File: src/rtl/rxi_cfg.svh
// register map, field positions and reset values of the receive irq block
`ifndef RXI_CFG_SVH
`define RXI_CFG_SVH
`define RXI_ADDR_W 8
`define RXI_IDX_CTL 6'h06
`define RXI_IDX_MASK 6'h07
`define RXI_IDX_STAT 6'h08
`define RXI_IDX_DATA_A 6'h09
`define RXI_IDX_DATA_B 6'h0b
`define RXI_CTL_RST 3'h3
`define RXI_MASK_RST 8'h00
`define RXI_STAT_RST 8'h00
`define RXI_GAP_MSB 2
`define RXI_GAP_LSB 0
`define RXI_POS_FULL 0
`define RXI_POS_EOF 1
`define RXI_POS_FLOW 2
`define RXI_POS_OVF 2
`define RXI_POS_UDF 3
`define RXI_POS_VLD 3
`define RXI_CH_STRIDE 4
`define RXI_BYTE_BITS 4'h8
`define RXI_RESP_OKAY 2'h0
`define RXI_RESP_SLVERR 2'h2
`endif

File: src/rtl/rxi_pkg.sv
// types shared by the receive irq block
`include "rxi_cfg.svh"
package rxi_pkg;
  typedef struct packed {
    logic full;
    logic all_valid;
    logic eof;
    logic ovf;
    logic udf;
  } rxi_evt_t;

  typedef struct packed {
    logic [7:0] sh;
    logic [3:0] nbits;
    logic seen;
    logic [3:0] gap_cnt;
    logic [7:0] hold;
    logic full;
    rxi_evt_t evt;
  } rxi_chan_st_t;

  typedef enum logic [1:0] {RD_IDLE, RD_ADDR, RD_RESP} rxi_rd_state_t;

  typedef struct packed {
    logic awready;
    logic wready;
    logic aw_got;
    logic w_got;
    logic [`RXI_ADDR_W-1:0] awaddr;
    logic [31:0] wdata;
    logic [3:0] wstrb;
    logic bvalid;
    logic [1:0] bresp;
    logic arready;
    rxi_rd_state_t rst;
    logic [`RXI_ADDR_W-1:0] araddr;
    logic rvalid;
    logic [31:0] rdata;
    logic [1:0] rresp;
  } rxi_axi_st_t;

  typedef struct packed {
    logic [2:0] gap;
    logic [7:0] mask;
    logic [1:0] full;
    logic [1:0] eof;
    logic [1:0] ovf;
    logic [1:0] udf;
    logic [1:0] vld;
    logic irq;
  } rxi_st_t;
endpackage : rxi_pkg

File: src/rtl/rxi_chan.sv
// one receive channel: byte assembly, gap count and holding register
`timescale 1ns/100ps
`include "rxi_cfg.svh"
module rxi_chan (
  input wire logic aclk, // clock
  input wire logic aresetn, // sync reset
  input wire logic bit_tick, // one bit time elapsed
  input wire logic bit_valid, // bit of this bit time correlated
  input wire logic bit_data, // bit value
  input wire logic [2:0] gap_len, // frame gap length
  input wire logic host_rd, // host reads the data register
  output rxi_pkg::rxi_evt_t evt, // one-cycle events
  output logic [7:0] hold // holding register
);
  import rxi_pkg::*;
  rxi_chan_st_t s_reg, s_next;
  logic load;
  logic [7:0] ld_data;
  logic ld_all;
  logic [3:0] cnt_inc;

  always_comb begin
    s_next = s_reg;
    s_next.evt = '0;
    load = 1'b0;
    ld_data = s_reg.sh;
    ld_all = 1'b0;
    cnt_inc = s_reg.gap_cnt + 4'h1;
    if (host_rd) begin
      if (!s_reg.full) s_next.evt.udf = 1'b1;
      s_next.full = 1'b0;
    end
    if (bit_tick && bit_valid) begin
      ld_data = {s_reg.sh[6:0], bit_data};
      s_next.sh = ld_data;
      s_next.seen = 1'b1;
      s_next.gap_cnt = 4'h0;
      s_next.nbits = s_reg.nbits + 4'h1;
      if (s_next.nbits == `RXI_BYTE_BITS) begin
        load = 1'b1;
        ld_all = 1'b1;
        s_next.nbits = 4'h0;
      end
    end else if (bit_tick && s_reg.seen) begin
      s_next.gap_cnt = cnt_inc;
      if (cnt_inc > {1'b0, gap_len}) begin
        s_next.evt.eof = 1'b1;
        s_next.seen = 1'b0;
        s_next.gap_cnt = 4'h0;
        s_next.nbits = 4'h0;
        load = (s_reg.nbits != 4'h0);
      end
    end
    if (load) begin
      if (s_reg.full && !host_rd) s_next.evt.ovf = 1'b1;
      s_next.full = 1'b1;
      s_next.hold = ld_data;
      s_next.evt.full = 1'b1;
      s_next.evt.all_valid = ld_all;
    end
  end

  always_ff @(posedge aclk) begin
    if (!aresetn) s_reg <= '0;
    else s_reg <= s_next;
  end

  assign evt = s_reg.evt;
  assign hold = s_reg.hold;
endmodule : rxi_chan

File: src/rtl/rxi_axil.sv
// axi4-lite slave front end, one write and one read at a time
`timescale 1ns/100ps
`include "rxi_cfg.svh"
module rxi_axil (
  input wire logic aclk, // clock
  input wire logic aresetn, // sync reset
  input wire logic [`RXI_ADDR_W-1:0] awaddr, // write address
  input wire logic awvalid, // write address valid
  output logic awready, // write address ready
  input wire logic [31:0] wdata, // write data
  input wire logic [3:0] wstrb, // byte enables
  input wire logic wvalid, // write data valid
  output logic wready, // write data ready
  output logic [1:0] bresp, // write response
  output logic bvalid, // write response valid
  input wire logic bready, // write response ready
  input wire logic [`RXI_ADDR_W-1:0] araddr, // read address
  input wire logic arvalid, // read address valid
  output logic arready, // read address ready
  output logic [31:0] rdata, // read data
  output logic [1:0] rresp, // read response
  output logic rvalid, // read data valid
  input wire logic rready, // read data ready
  output logic wr_en, // register write strobe
  output logic [`RXI_ADDR_W-1:0] wr_addr, // register write address
  output logic [31:0] wr_data, // register write data
  output logic [3:0] wr_strb, // register write lanes
  input wire logic wr_err, // write address unmapped
  output logic rd_en, // register read strobe
  output logic [`RXI_ADDR_W-1:0] rd_addr, // register read address
  input wire logic [31:0] rd_data, // register read data
  input wire logic rd_err // read address unmapped
);
  import rxi_pkg::*;
  rxi_axi_st_t s_reg, s_next;

  always_comb begin
    s_next = s_reg;
    if (awvalid && s_reg.awready) begin
      s_next.aw_got = 1'b1;
      s_next.awaddr = awaddr;
    end
    if (wvalid && s_reg.wready) begin
      s_next.w_got = 1'b1;
      s_next.wdata = wdata;
      s_next.wstrb = wstrb;
    end
    if (s_reg.bvalid && bready) s_next.bvalid = 1'b0;
    if (s_reg.aw_got && s_reg.w_got && !s_reg.bvalid) begin
      s_next.aw_got = 1'b0;
      s_next.w_got = 1'b0;
      s_next.bvalid = 1'b1;
      s_next.bresp = wr_err ? `RXI_RESP_SLVERR : `RXI_RESP_OKAY;
    end
    s_next.awready = !s_next.aw_got && !s_next.bvalid;
    s_next.wready = !s_next.w_got && !s_next.bvalid;
    case (s_reg.rst)
      RD_IDLE: begin
        if (arvalid && s_reg.arready) begin
          s_next.araddr = araddr;
          s_next.rst = RD_ADDR;
        end
      end
      RD_ADDR: begin
        s_next.rdata = rd_data;
        s_next.rresp = rd_err ? `RXI_RESP_SLVERR : `RXI_RESP_OKAY;
        s_next.rvalid = 1'b1;
        s_next.rst = RD_RESP;
      end
      default: begin
        if (rready) begin
          s_next.rvalid = 1'b0;
          s_next.rst = RD_IDLE;
        end
      end
    endcase
    s_next.arready = (s_next.rst == RD_IDLE);
  end

  always_ff @(posedge aclk) begin
    if (!aresetn) s_reg <= '0;
    else s_reg <= s_next;
  end

  assign awready = s_reg.awready;
  assign wready = s_reg.wready;
  assign bvalid = s_reg.bvalid;
  assign bresp = s_reg.bresp;
  assign arready = s_reg.arready;
  assign rvalid = s_reg.rvalid;
  assign rdata = s_reg.rdata;
  assign rresp = s_reg.rresp;
  assign wr_en = s_reg.aw_got && s_reg.w_got && !s_reg.bvalid;
  assign wr_addr = s_reg.awaddr;
  assign wr_data = s_reg.wdata;
  assign wr_strb = s_reg.wstrb;
  assign rd_en = (s_reg.rst == RD_ADDR);
  assign rd_addr = s_reg.araddr;
endmodule : rxi_axil

File: src/rtl/rxi_top.sv
// receive interrupt enable and status logic for two deserializer channels
//
// The AXI4-Lite slave port was chosen for this implementation.
`timescale 1ns/100ps
`include "rxi_cfg.svh"
module rxi_top (
  input wire logic aclk, // 125 MHz clock
  input wire logic aresetn, // sync reset, active low
  input wire logic [`RXI_ADDR_W-1:0] s_axi_awaddr, // write address
  input wire logic s_axi_awvalid, // write address valid
  output logic s_axi_awready, // write address ready
  input wire logic [31:0] s_axi_wdata, // write data
  input wire logic [3:0] s_axi_wstrb, // byte enables
  input wire logic s_axi_wvalid, // write data valid
  output logic s_axi_wready, // write data ready
  output logic [1:0] s_axi_bresp, // write response
  output logic s_axi_bvalid, // write response valid
  input wire logic s_axi_bready, // write response ready
  input wire logic [`RXI_ADDR_W-1:0] s_axi_araddr, // read address
  input wire logic s_axi_arvalid, // read address valid
  output logic s_axi_arready, // read address ready
  output logic [31:0] s_axi_rdata, // read data
  output logic [1:0] s_axi_rresp, // read response
  output logic s_axi_rvalid, // read data valid
  input wire logic s_axi_rready, // read data ready
  input wire logic [1:0] rx_bit_tick, // bit time strobe, per channel
  input wire logic [1:0] rx_bit_valid, // bit correlated, per channel
  input wire logic [1:0] rx_bit_data, // received bit, per channel
  output logic rx_irq // interrupt request, active high
);
  import rxi_pkg::*;

  // ***************************************************************
  // decode helpers
  // ***************************************************************
  function automatic logic hit(input logic [`RXI_ADDR_W-1:0] a,
                               input logic [5:0] idx);
    hit = (a[`RXI_ADDR_W-1:2] == idx) && (a[1:0] == 2'h0);
  endfunction : hit

  function automatic logic mapped(input logic [`RXI_ADDR_W-1:0] a);
    mapped = hit(a, `RXI_IDX_CTL) || hit(a, `RXI_IDX_MASK) ||
             hit(a, `RXI_IDX_STAT) || hit(a, `RXI_IDX_DATA_A) ||
             hit(a, `RXI_IDX_DATA_B);
  endfunction : mapped

  // status byte layout, channel B in the upper nibble
  function automatic logic [7:0] stat_of(input rxi_st_t st);
    logic [7:0] v;
    v = `RXI_STAT_RST;
    for (int c = 0; c < 2; c++) begin
      v[c*`RXI_CH_STRIDE + `RXI_POS_VLD] = st.vld[c];
      v[c*`RXI_CH_STRIDE + `RXI_POS_FLOW] = st.ovf[c] | st.udf[c];
      v[c*`RXI_CH_STRIDE + `RXI_POS_EOF] = st.eof[c];
      v[c*`RXI_CH_STRIDE + `RXI_POS_FULL] = st.full[c];
    end
    stat_of = v;
  endfunction : stat_of

  // pending events in the mask layout; valid bits take no part
  function automatic logic [7:0] pend_of(input rxi_st_t st);
    logic [7:0] v;
    v = 8'h00;
    for (int c = 0; c < 2; c++) begin
      v[c*`RXI_CH_STRIDE + `RXI_POS_UDF] = st.udf[c];
      v[c*`RXI_CH_STRIDE + `RXI_POS_OVF] = st.ovf[c];
      v[c*`RXI_CH_STRIDE + `RXI_POS_EOF] = st.eof[c];
      v[c*`RXI_CH_STRIDE + `RXI_POS_FULL] = st.full[c];
    end
    pend_of = v;
  endfunction : pend_of

  // ***************************************************************
  // bus front end
  // ***************************************************************
  logic wr_en;
  logic [`RXI_ADDR_W-1:0] wr_addr;
  logic [31:0] wr_data;
  logic [3:0] wr_strb;
  logic wr_err;
  logic rd_en;
  logic [`RXI_ADDR_W-1:0] rd_addr;
  logic [31:0] rd_data;
  logic rd_err;

  rxi_axil u_axil (
    .aclk(aclk),
    .aresetn(aresetn),
    .awaddr(s_axi_awaddr),
    .awvalid(s_axi_awvalid),
    .awready(s_axi_awready),
    .wdata(s_axi_wdata),
    .wstrb(s_axi_wstrb),
    .wvalid(s_axi_wvalid),
    .wready(s_axi_wready),
    .bresp(s_axi_bresp),
    .bvalid(s_axi_bvalid),
    .bready(s_axi_bready),
    .araddr(s_axi_araddr),
    .arvalid(s_axi_arvalid),
    .arready(s_axi_arready),
    .rdata(s_axi_rdata),
    .rresp(s_axi_rresp),
    .rvalid(s_axi_rvalid),
    .rready(s_axi_rready),
    .wr_en(wr_en),
    .wr_addr(wr_addr),
    .wr_data(wr_data),
    .wr_strb(wr_strb),
    .wr_err(wr_err),
    .rd_en(rd_en),
    .rd_addr(rd_addr),
    .rd_data(rd_data),
    .rd_err(rd_err)
  );

  // ***************************************************************
  // receive channels
  // ***************************************************************
  rxi_st_t s_reg, s_next;
  rxi_evt_t evt [2];
  logic [7:0] hold [2];
  logic [1:0] data_rd;
  logic stat_rd;
  logic stat_wr;
  logic ctl_wr;
  logic mask_wr;

  assign stat_rd = rd_en && hit(rd_addr, `RXI_IDX_STAT);
  assign data_rd[0] = rd_en && hit(rd_addr, `RXI_IDX_DATA_A);
  assign data_rd[1] = rd_en && hit(rd_addr, `RXI_IDX_DATA_B);
  assign stat_wr = wr_en && wr_strb[0] && hit(wr_addr, `RXI_IDX_STAT);
  assign ctl_wr = wr_en && wr_strb[0] && hit(wr_addr, `RXI_IDX_CTL);
  assign mask_wr = wr_en && wr_strb[0] && hit(wr_addr, `RXI_IDX_MASK);
  assign wr_err = !mapped(wr_addr);
  assign rd_err = !mapped(rd_addr);

  rxi_chan u_chan_a (
    .aclk(aclk),
    .aresetn(aresetn),
    .bit_tick(rx_bit_tick[0]),
    .bit_valid(rx_bit_valid[0]),
    .bit_data(rx_bit_data[0]),
    .gap_len(s_reg.gap),
    .host_rd(data_rd[0]),
    .evt(evt[0]),
    .hold(hold[0])
  );

  rxi_chan u_chan_b (
    .aclk(aclk),
    .aresetn(aresetn),
    .bit_tick(rx_bit_tick[1]),
    .bit_valid(rx_bit_valid[1]),
    .bit_data(rx_bit_data[1]),
    .gap_len(s_reg.gap),
    .host_rd(data_rd[1]),
    .evt(evt[1]),
    .hold(hold[1])
  );

  // ***************************************************************
  // register read mux
  // ***************************************************************
  always_comb begin
    if (hit(rd_addr, `RXI_IDX_CTL)) begin
      rd_data = {29'h0, s_reg.gap};
    end else if (hit(rd_addr, `RXI_IDX_MASK)) begin
      rd_data = {24'h0, s_reg.mask};
    end else if (hit(rd_addr, `RXI_IDX_STAT)) begin
      rd_data = {24'h0, stat_of(s_reg)};
    end else if (hit(rd_addr, `RXI_IDX_DATA_A)) begin
      rd_data = {24'h0, hold[0]};
    end else if (hit(rd_addr, `RXI_IDX_DATA_B)) begin
      rd_data = {24'h0, hold[1]};
    end else begin
      rd_data = 32'h0;
    end
  end

  // ***************************************************************
  // status flags, mask and interrupt
  // ***************************************************************
  logic [7:0] w1c;

  always_comb begin
    s_next = s_reg;
    w1c = stat_wr ? wr_data[7:0] : 8'h00;
    for (int c = 0; c < 2; c++) begin
      // new events win over a clear in the same cycle
      s_next.full[c] = evt[c].full | (s_reg.full[c] & !stat_rd &
        !w1c[c*`RXI_CH_STRIDE + `RXI_POS_FULL]);
      s_next.eof[c] = evt[c].eof | (s_reg.eof[c] & !stat_rd &
        !w1c[c*`RXI_CH_STRIDE + `RXI_POS_EOF]);
      s_next.ovf[c] = evt[c].ovf | (s_reg.ovf[c] & !stat_rd &
        !w1c[c*`RXI_CH_STRIDE + `RXI_POS_FLOW]);
      s_next.udf[c] = evt[c].udf | (s_reg.udf[c] & !stat_rd &
        !w1c[c*`RXI_CH_STRIDE + `RXI_POS_FLOW]);
      if (evt[c].full) s_next.vld[c] = evt[c].all_valid;
    end
    if (ctl_wr) s_next.gap = wr_data[`RXI_GAP_MSB:`RXI_GAP_LSB];
    if (mask_wr) s_next.mask = wr_data[7:0];
    s_next.irq = |(pend_of(s_next) & s_next.mask);
  end

  always_ff @(posedge aclk) begin
    if (!aresetn) begin
      s_reg <= '0;
      s_reg.gap <= `RXI_CTL_RST;
      s_reg.mask <= `RXI_MASK_RST;
    end else begin
      s_reg <= s_next;
    end
  end

  assign rx_irq = s_reg.irq;
endmodule : rxi_top

File: config.mk
export PLATFORM = sky130hd
export DESIGN_NAME = rxi_top
export DESIGN_NICKNAME = d
export VERILOG_FILES = /design/src/rtl/rxi_pkg.sv /design/src/rtl/rxi_chan.sv /design/src/rtl/rxi_axil.sv /design/src/rtl/rxi_top.sv
export VERILOG_INCLUDE_DIRS = /design/src /design/src/rtl
export SDC_FILE = /design/constraint.sdc
export NUM_CORES = 1
export LEC_CHECK = 0
export BUFFER_PORTS_ARGS = -buffer_cell sky130_fd_sc_hd__buf_2
export CAP_MARGIN = 20
export CORE_MARGIN = 5
export CORE_UTILIZATION = 30
export CTS_CLUSTER_SIZE = 16
export DETAILED_ROUTE_END_ITERATION = 10
export GPL_TIMING_DRIVEN = 0
export PLACE_DENSITY = 0.52
export SLEW_MARGIN = 30
export SYNTH_ARGS = -nofsm -noshare
export SYNTH_HDL_FRONTEND = slang
export SYNTH_SLANG_ARGS = --single-unit
export TNS_END_PERCENT = 50
File: constraint.sdc
create_clock -name aclk -period 2.7 [get_ports aclk]
set_input_delay 0.27 -clock aclk [delete_from_list [all_inputs] [get_ports aclk]]
set_output_delay 0.27 -clock aclk [all_outputs]
set_load 0.05 [all_outputs]
==> reports/results.ini, run 1 <==
[layout]
drive_above_1_share_pct=20.1
final_cell_mix=128 x dfxtp_1, 101 x nand2_1, 72 x a21oi_1
antenna_cells=0
layout_commonest_cell=dfxtp_1
nFillCells=1976
largest_register_ffs=21
area_growth_pct=24.7
nNetsFinal=847

[timing]
fin_crit_sh_pct=91.7
setup_viol=0
grt_setup_unrepaired=false
fin_crit_ps=2480
skew_ps=6.21
setup_tns_ps=0
maxSlewHeadroom_pct=45.3
drv_slew=0
holdWs_ps=86.9
final_hold_viol_count=0
tightestPinTransition_ps=820
timing.fmax_mhz=404

[setup_path]
cp_num_cells=9
worstPathMaxFanout=10
critical_path_required_ps=3010
cpPeakStageDelay_ps=370
critical_path_buf_inv_count=1
cp.arrival_ps=2780
critPathSlowestCell=a211o_2
cp_common_cell=ha_1
worstPathCellList=ha_1 > ha_1 > nor2b_1 > o21a_1 > o21ai_0 > a21o_2 > a211o_2 > buf_6 > mux2_4
startpoint_type=register
cp-end-kind=register
crit_family=compound AO/OA/AOI/OAI gates
path_class=reg -> reg
rr_worst_depth=9

[detailed_routing]
wl_per_cell_microns=14.4
ant_nets=0
routed_wirelength_microns=15000
dr.pass1.iters=5
dr_total_vias=4739
viasPerCell=4.55
drc=0
dr.first_iter.drc_count=235

[global_routing]
grt_pass1_vias=4560
grt_antenna_before_repair=0
grt_usage_pct=14.1
grt_max_degree=17
grt_overflow=0
grt_pass1_wl_microns=24200

[power]
power_frac_comb_pct=8.0
p_per_area_nw_per_um2=711
p_leak_nw=2.94
p_sw_mw=1.17
peakVddDrop_uv=317
intPower_mw=3.94
p_clk_share_pct=53.4
netSwitchingFraction_pct=23.0
seq_power_share_pct=38.6

[clocking]
cts.path.max_buffers=2
cts.clk_slew.worst_paths_ps=60
clock-sinks=128
root_buffer=clkbuf_16
cts_buffers=17
cts_tree=done
clk_latency_ps=420
htreeDepth=4

[place]
portBuffers=53
gp_congestion=0.842
hpwlAfterDp_microns=11000

[die]
fp-row-count=50
start_util_pct=30.6
die_h_microns=149
io_pins=107
core_sq_um=18800
die_area_sq_um=22100
die_w_microns=149

[synth]
synth_edf_count=0
ys_ff_latch=128
yosys-top-cells-area=dfxtp_1 44%, nand2_1 6.6%, a21oi_1 6.3%, buf_4 4.8%, mux2i_1 4.3%
synthArstFlopShare_pct=0
synth_area_leader_cell=dfxtp_1
synthCells=668
yosysSeqAreaShare_pct=44.5
synth.top_cell.area_share_pct=44.5
yosys.cell_types.count=58
synthesis.area_sq_um=5760
synth_ff_type=dfxtp_1
avgSynthCellArea_sq_um=8.62
yosysWarnings=0

[status]
status=finished, final reports clean

[worst_hold_path]
min_delay_path_depth=3
hp-class=in -> reg

[flow_run]
maxCapViolations=0

final cells by class:
cell class / instances / area (sq um) / share of cell area, %
clock buffer: 19 / 453 / 6.31
inverter: 17 / 63.8 / 0.889
timing repair buffer: 57 / 295 / 4.11
clock inverter: 13 / 256 / 3.57
buffer: 65 / 392 / 5.45
tap: 260 / 325 / 4.53
sequential: 128 / 2560 / 35.7
multi-input combinational: 482 / 2830 / 39.5
synthesized netlist by cell type, types with 2 or more instances:
master	n
a21oi_1	72
a21o_1	2
mux2_2	6
clkbuf_1	21
xnor2_1	2
buf_1	6
o21ai_0	14
mux2_4	7
nor2_2	2
inv_1	16
and3_1	6
a211oi_1	8
xor2_1	7
dfxtp_1	128
a21boi_2	2
buf_4	37
nor2b_1	6
nand2b_1	2
nand3b_1	3
a32o_1	4
nand3_1	25
nor2_1	51
nor3b_1	3
nand4_1	2
mux2i_1	25
a22oi_1	2
ha_1	14
a311oi_1	3
and2_1	23
nand2_1	101
o211ai_1	5
or2_2	2
a31oi_1	9
nor3_1	28
per-layer routing:
metal	vias up	wire [microns]	part of all wire [%]	track usage, %
met3	19	731	4.9	3.72
met1	2176	7100	47	18.4
met2	98	6940	46	22.6
li1	2446	-	-	-
met4	0	224	1.5	4.48
met5	-	0	0	0
power groups by stage:
stage          Clock (mW)  Sequential [mW]  Combinational [mW]
2_1_floorplan           0             2.02               0.287
3_3_place_gp            0             2.01               0.407
3_5_place_dp            0             2.01               0.409
4_1_cts              2.77             1.97               0.411
5_1_grt              2.87             1.98               0.449
6_report             2.73             1.97               0.409
worst paths after layout:
path                                                 startpoint                        endpoint  slack [ps]
worst max-delay path            u_chan_b.s_reg[14]$_SDFFE_PP0P_   u_chan_b.hold[4]$_SDFFE_PN0P_         220
worst min-delay path                             s_axi_wdata[6]  u_axil.wr_data[6]$_SDFFE_PN0P_          90
worst max register to register  u_chan_b.s_reg[14]$_SDFFE_PP0P_   u_chan_b.hold[4]$_SDFFE_PN0P_         220
worst min register to register   u_chan_b.s_reg[5]$_SDFFE_PN0P_      u_chan_b.evt[0]$_SDFF_PN0_         440
tightest hold or removal path, stage by stage:
cell and delay, ps:
buf_2 90, nand2_1 40, a21oi_1 50
stage by stage:
stage / setup WS [ps] / cells / utilization [%] / instance area [sq um] / power (mW)
2_1_floorplan: 368 / 693 / - / 5850 / 2.31
3_3_place_gp: 186 / 1006 / 34.2 / 6440 / 2.42
3_5_place_dp: 168 / 1006 / 34.2 / 6440 / 2.42
4_1_cts: 125 / 1038 / 38.0 / 7150 / 5.15
5_1_grt: 30.7 / 1041 / 38.1 / 7180 / 5.29
6_report: 224 / 1041 / 38.1 / 7180 / 5.11
cells by family after synthesis:
family,Yosys count,synth area share (%)
buffers and inverters,83,7.97
adders and majority gates,14,3.04
AOI/OAI and AO/OA,132,13.9
muxes,38,7.34
DFF,128,44.5
other,1,0.0651
xor gates and xnor gates,9,1.37
and+or+nand+nor,263,21.8
timing repair:
action	in CTS	in global routing
hold buffers	0	0
endpoints found under the setup margin	0	8
gates resized for setup	0	1
buffers inserted	0	4
No activity file was read; power rests on OpenSTA's default activity.
==> inputs of run 2 (changes only) <==
--- a/config.mk
+++ b/config.mk
@@ -13,9 +13,10 @@
 export CTS_CLUSTER_SIZE = 16
 export DETAILED_ROUTE_END_ITERATION = 10
 export GPL_TIMING_DRIVEN = 0
-export PLACE_DENSITY = 0.52
+export PLACE_DENSITY = 0.51
 export SLEW_MARGIN = 30
 export SYNTH_ARGS = -nofsm -noshare
 export SYNTH_HDL_FRONTEND = slang
+export SYNTH_HIERARCHICAL = 1
 export SYNTH_SLANG_ARGS = --single-unit
 export TNS_END_PERCENT = 50
==> run 2 against run 1 <==
Critical path type unchanged. Setup slack gained 110 ps. Count of clock-buffer cells in the layout shrank 2. Register-to-register slack gained 110 ps. Wire length grew 9.7%. Synthesized area grew 25%. Die area grew 23%.
==> reports/results.ini, run 2 <==
[layout]
largest_register_ffs=32  ; +52%
layout_commonest_cell=nand2_1
final_cell_mix=178 x nand2_1, 152 x dfxtp_1, 92 x buf_4
drive_above_1_share_pct=27.5  ; +7.4 points
nNetsFinal=1023  ; +21%
antenna_cells=0  ; unchanged
area_growth_pct=20.6
nFillCells=2524  ; +28%
seq_area_sq_um=3040  ; +19%
multi_input_area_sq_um=3270  ; +16%
fin_cells=1276  ; +23%

[worst_hold_path]
min_delay_path_depth=3  ; unchanged
hp-class=in -> reg
whs_endpoint=u_axil/rd_addr[6]$_SDFFE_PN0P_
worstHoldStart=s_axi_araddr[6]

[detailed_routing]
viasPerCell=4.27  ; -6.2%
ant_nets=0  ; unchanged
dr_total_vias=5448  ; +15%
dr.first_iter.drc_count=216  ; -8.1%
routed_wirelength_microns=16500  ; +9.7%
wl_per_cell_microns=12.9  ; -11%
drc=0  ; unchanged
dr.pass1.iters=4  ; -1

[die]
core_sq_um=23500  ; +25%
start_util_pct=30.5  ; -0.12 points
die_h_microns=165  ; +11%
io_pins=107  ; unchanged
die_area_sq_um=27100  ; +23%
die_w_microns=165  ; +11%
fp-row-count=56  ; +12%

[clocking]
post_cts_buffers=0  ; unchanged
clk_latency_ps=420  ; about the same
htreeDepth=4  ; unchanged
clock-sinks=152  ; +19%
cts.path.max_buffers=2  ; unchanged
cts_buffers=17  ; unchanged
cts-resized-gates=0  ; unchanged
cts.clk_slew.worst_paths_ps=70  ; about the same
cts_hold_buf=0  ; unchanged
root_buffer=clkbuf_16
cts_tree=done

[timing]
setup_tns_ps=0  ; unchanged
drv_slew=0  ; unchanged
setup_viol=0  ; unchanged
fin_crit_ps=2360  ; -111 ps
fin_crit_sh_pct=87.6  ; -4.1 points
maxSlewHeadroom_pct=65.4  ; +20 points
tightestPinTransition_ps=519  ; -301 ps
timing.fmax_mhz=423  ; +4.7%
skew_ps=13.5  ; +7.26 ps
grt_setup_unrepaired=false
final_hold_viol_count=0  ; unchanged

[global_routing]
grt_max_degree=17  ; unchanged
grt_usage_pct=12.6  ; -1.5 points
grt_pass1_vias=5323  ; +17%
grt_overflow=0  ; unchanged
grt_pass1_wl_microns=27100  ; +12%
grt_antenna_before_repair=0  ; unchanged

[setup_path]
timing.rr.start=u_chan_b/s_reg[14]$_SDFFE_PP0P_
path_class=reg -> reg
rr_endpoint=u_chan_b/hold[5]$_SDFFE_PN0P_
rr_worst_depth=9  ; unchanged
worstPathMaxFanout=10  ; unchanged
r2r_setup_slack_ps=340  ; +110 ps
startpoint_type=register
cp-end-kind=register
cp.arrival_ps=2670  ; -110 ps
critical_path_required_ps=3000  ; about the same

[power]
p_per_area_nw_per_um2=606  ; -15%
intPower_mw=3.87  ; -1.8%
peakVddDrop_uv=304  ; -4.0%
seq_power_share_pct=44.3  ; +5.7 points
netSwitchingFraction_pct=26.3  ; +3.4 points
p_clk_share_pct=47.1  ; -6.3 points
p_leak_nw=3.67  ; +25%
power_frac_comb_pct=8.5  ; +0.5 points
p_sw_mw=1.38  ; +18%

[synth]
synthesis.area_sq_um=7170  ; +25%
avgSynthCellArea_sq_um=8.71  ; +0.97%
yosysWarnings=6  ; +6
synthCells=824  ; +23%

[place]
gp_congestion=0.823  ; -2.2%
place_inst=1244  ; +24%
portBuffers=77  ; +45%
hpwlAfterDp_microns=12300  ; +11%

[status]
status=finished, final reports clean

[flow_run]
maxCapViolations=0  ; unchanged

## run 2: power by group through the flow
stage                     clock network, mW  registers [mW]  logic [mW]
after floorplan                           0            2.39       0.312
after global placement                    0            2.38       0.451
after detailed placement                  0            2.38       0.452
after CTS                              2.56            2.33       0.453
after global routing                   2.64            2.33       0.497
final                                  2.47            2.33       0.449
## run 2: critical path, cell delays in order (launching register included)
cell and delay, ps:
dfxtp_1 360, ha_1 240, xor2_1 140, ha_1 310, nand3b_1 80, a32oi_1 260, o21bai_4 140, o32ai_2 190
buf_6 220, mux2_4 310
## run 2: per-layer routing
| metal | routed length (microns) | GRT usage, % | vias up | share of wire [%] |
|---|---|---|---|---|
| met5 | 0 | 0 | - | 0 |
| met4 | 189 | 3.93 | 0 | 1.1 |
| met3 | 770 | 3.04 | 10 | 4.7 |
| met2 | 7180 | 19.3 | 94 | 44 |
| met1 | 8310 | 17.5 | 2456 | 51 |
| li1 | - | - | 2888 | - |
## run 2: area by class of cell
cell class              count  area share (%)
well taps                 319            4.61
inverters                  15           0.679
flip-flops and latches    152            35.2
multi-input cells         553            37.8
repair buffers             77            4.45
clock inverters            15            2.10
plain buffers             128            10.3
clock buffers              17            4.91
## run 2: how the worst max path moves through the flow
stage	from	cells past startpoint	end
2_1_floorplan	u_chan_a/s_reg[14]$_SDFFE_PP0P_	9	u_chan_a/hold[0]$_SDFFE_PN0P_
3_3_place_gp	u_chan_a/s_reg[14]$_SDFFE_PP0P_	9	u_chan_a/hold[1]$_SDFFE_PN0P_
3_5_place_dp	u_chan_a/s_reg[14]$_SDFFE_PP0P_	9	u_chan_a/hold[2]$_SDFFE_PN0P_
4_1_cts	u_chan_a/s_reg[14]$_SDFFE_PP0P_	9	u_chan_a/hold[2]$_SDFFE_PN0P_
5_1_grt	u_axil/rd_addr[3]$_SDFFE_PN0P_	9	u_axil/rdata[7]$_SDFFE_PN0N_
6_report	u_chan_b/s_reg[14]$_SDFFE_PP0P_	9	u_chan_b/hold[5]$_SDFFE_PN0P_
## run 2: through the flow
stage	util (%)	total power, mW	setup WS [ps]	area (sq um)	hold slack [ps]
4_1_cts	36.8	5.34	296	8660	39.4
3_3_place_gp	34.2	2.83	347	8050	392
3_5_place_dp	34.2	2.83	316	8050	393
6_report	36.8	5.25	335	8660	60.2
2_1_floorplan	-	2.70	536	7260	382
5_1_grt	36.8	5.47	96.8	8660	53.3
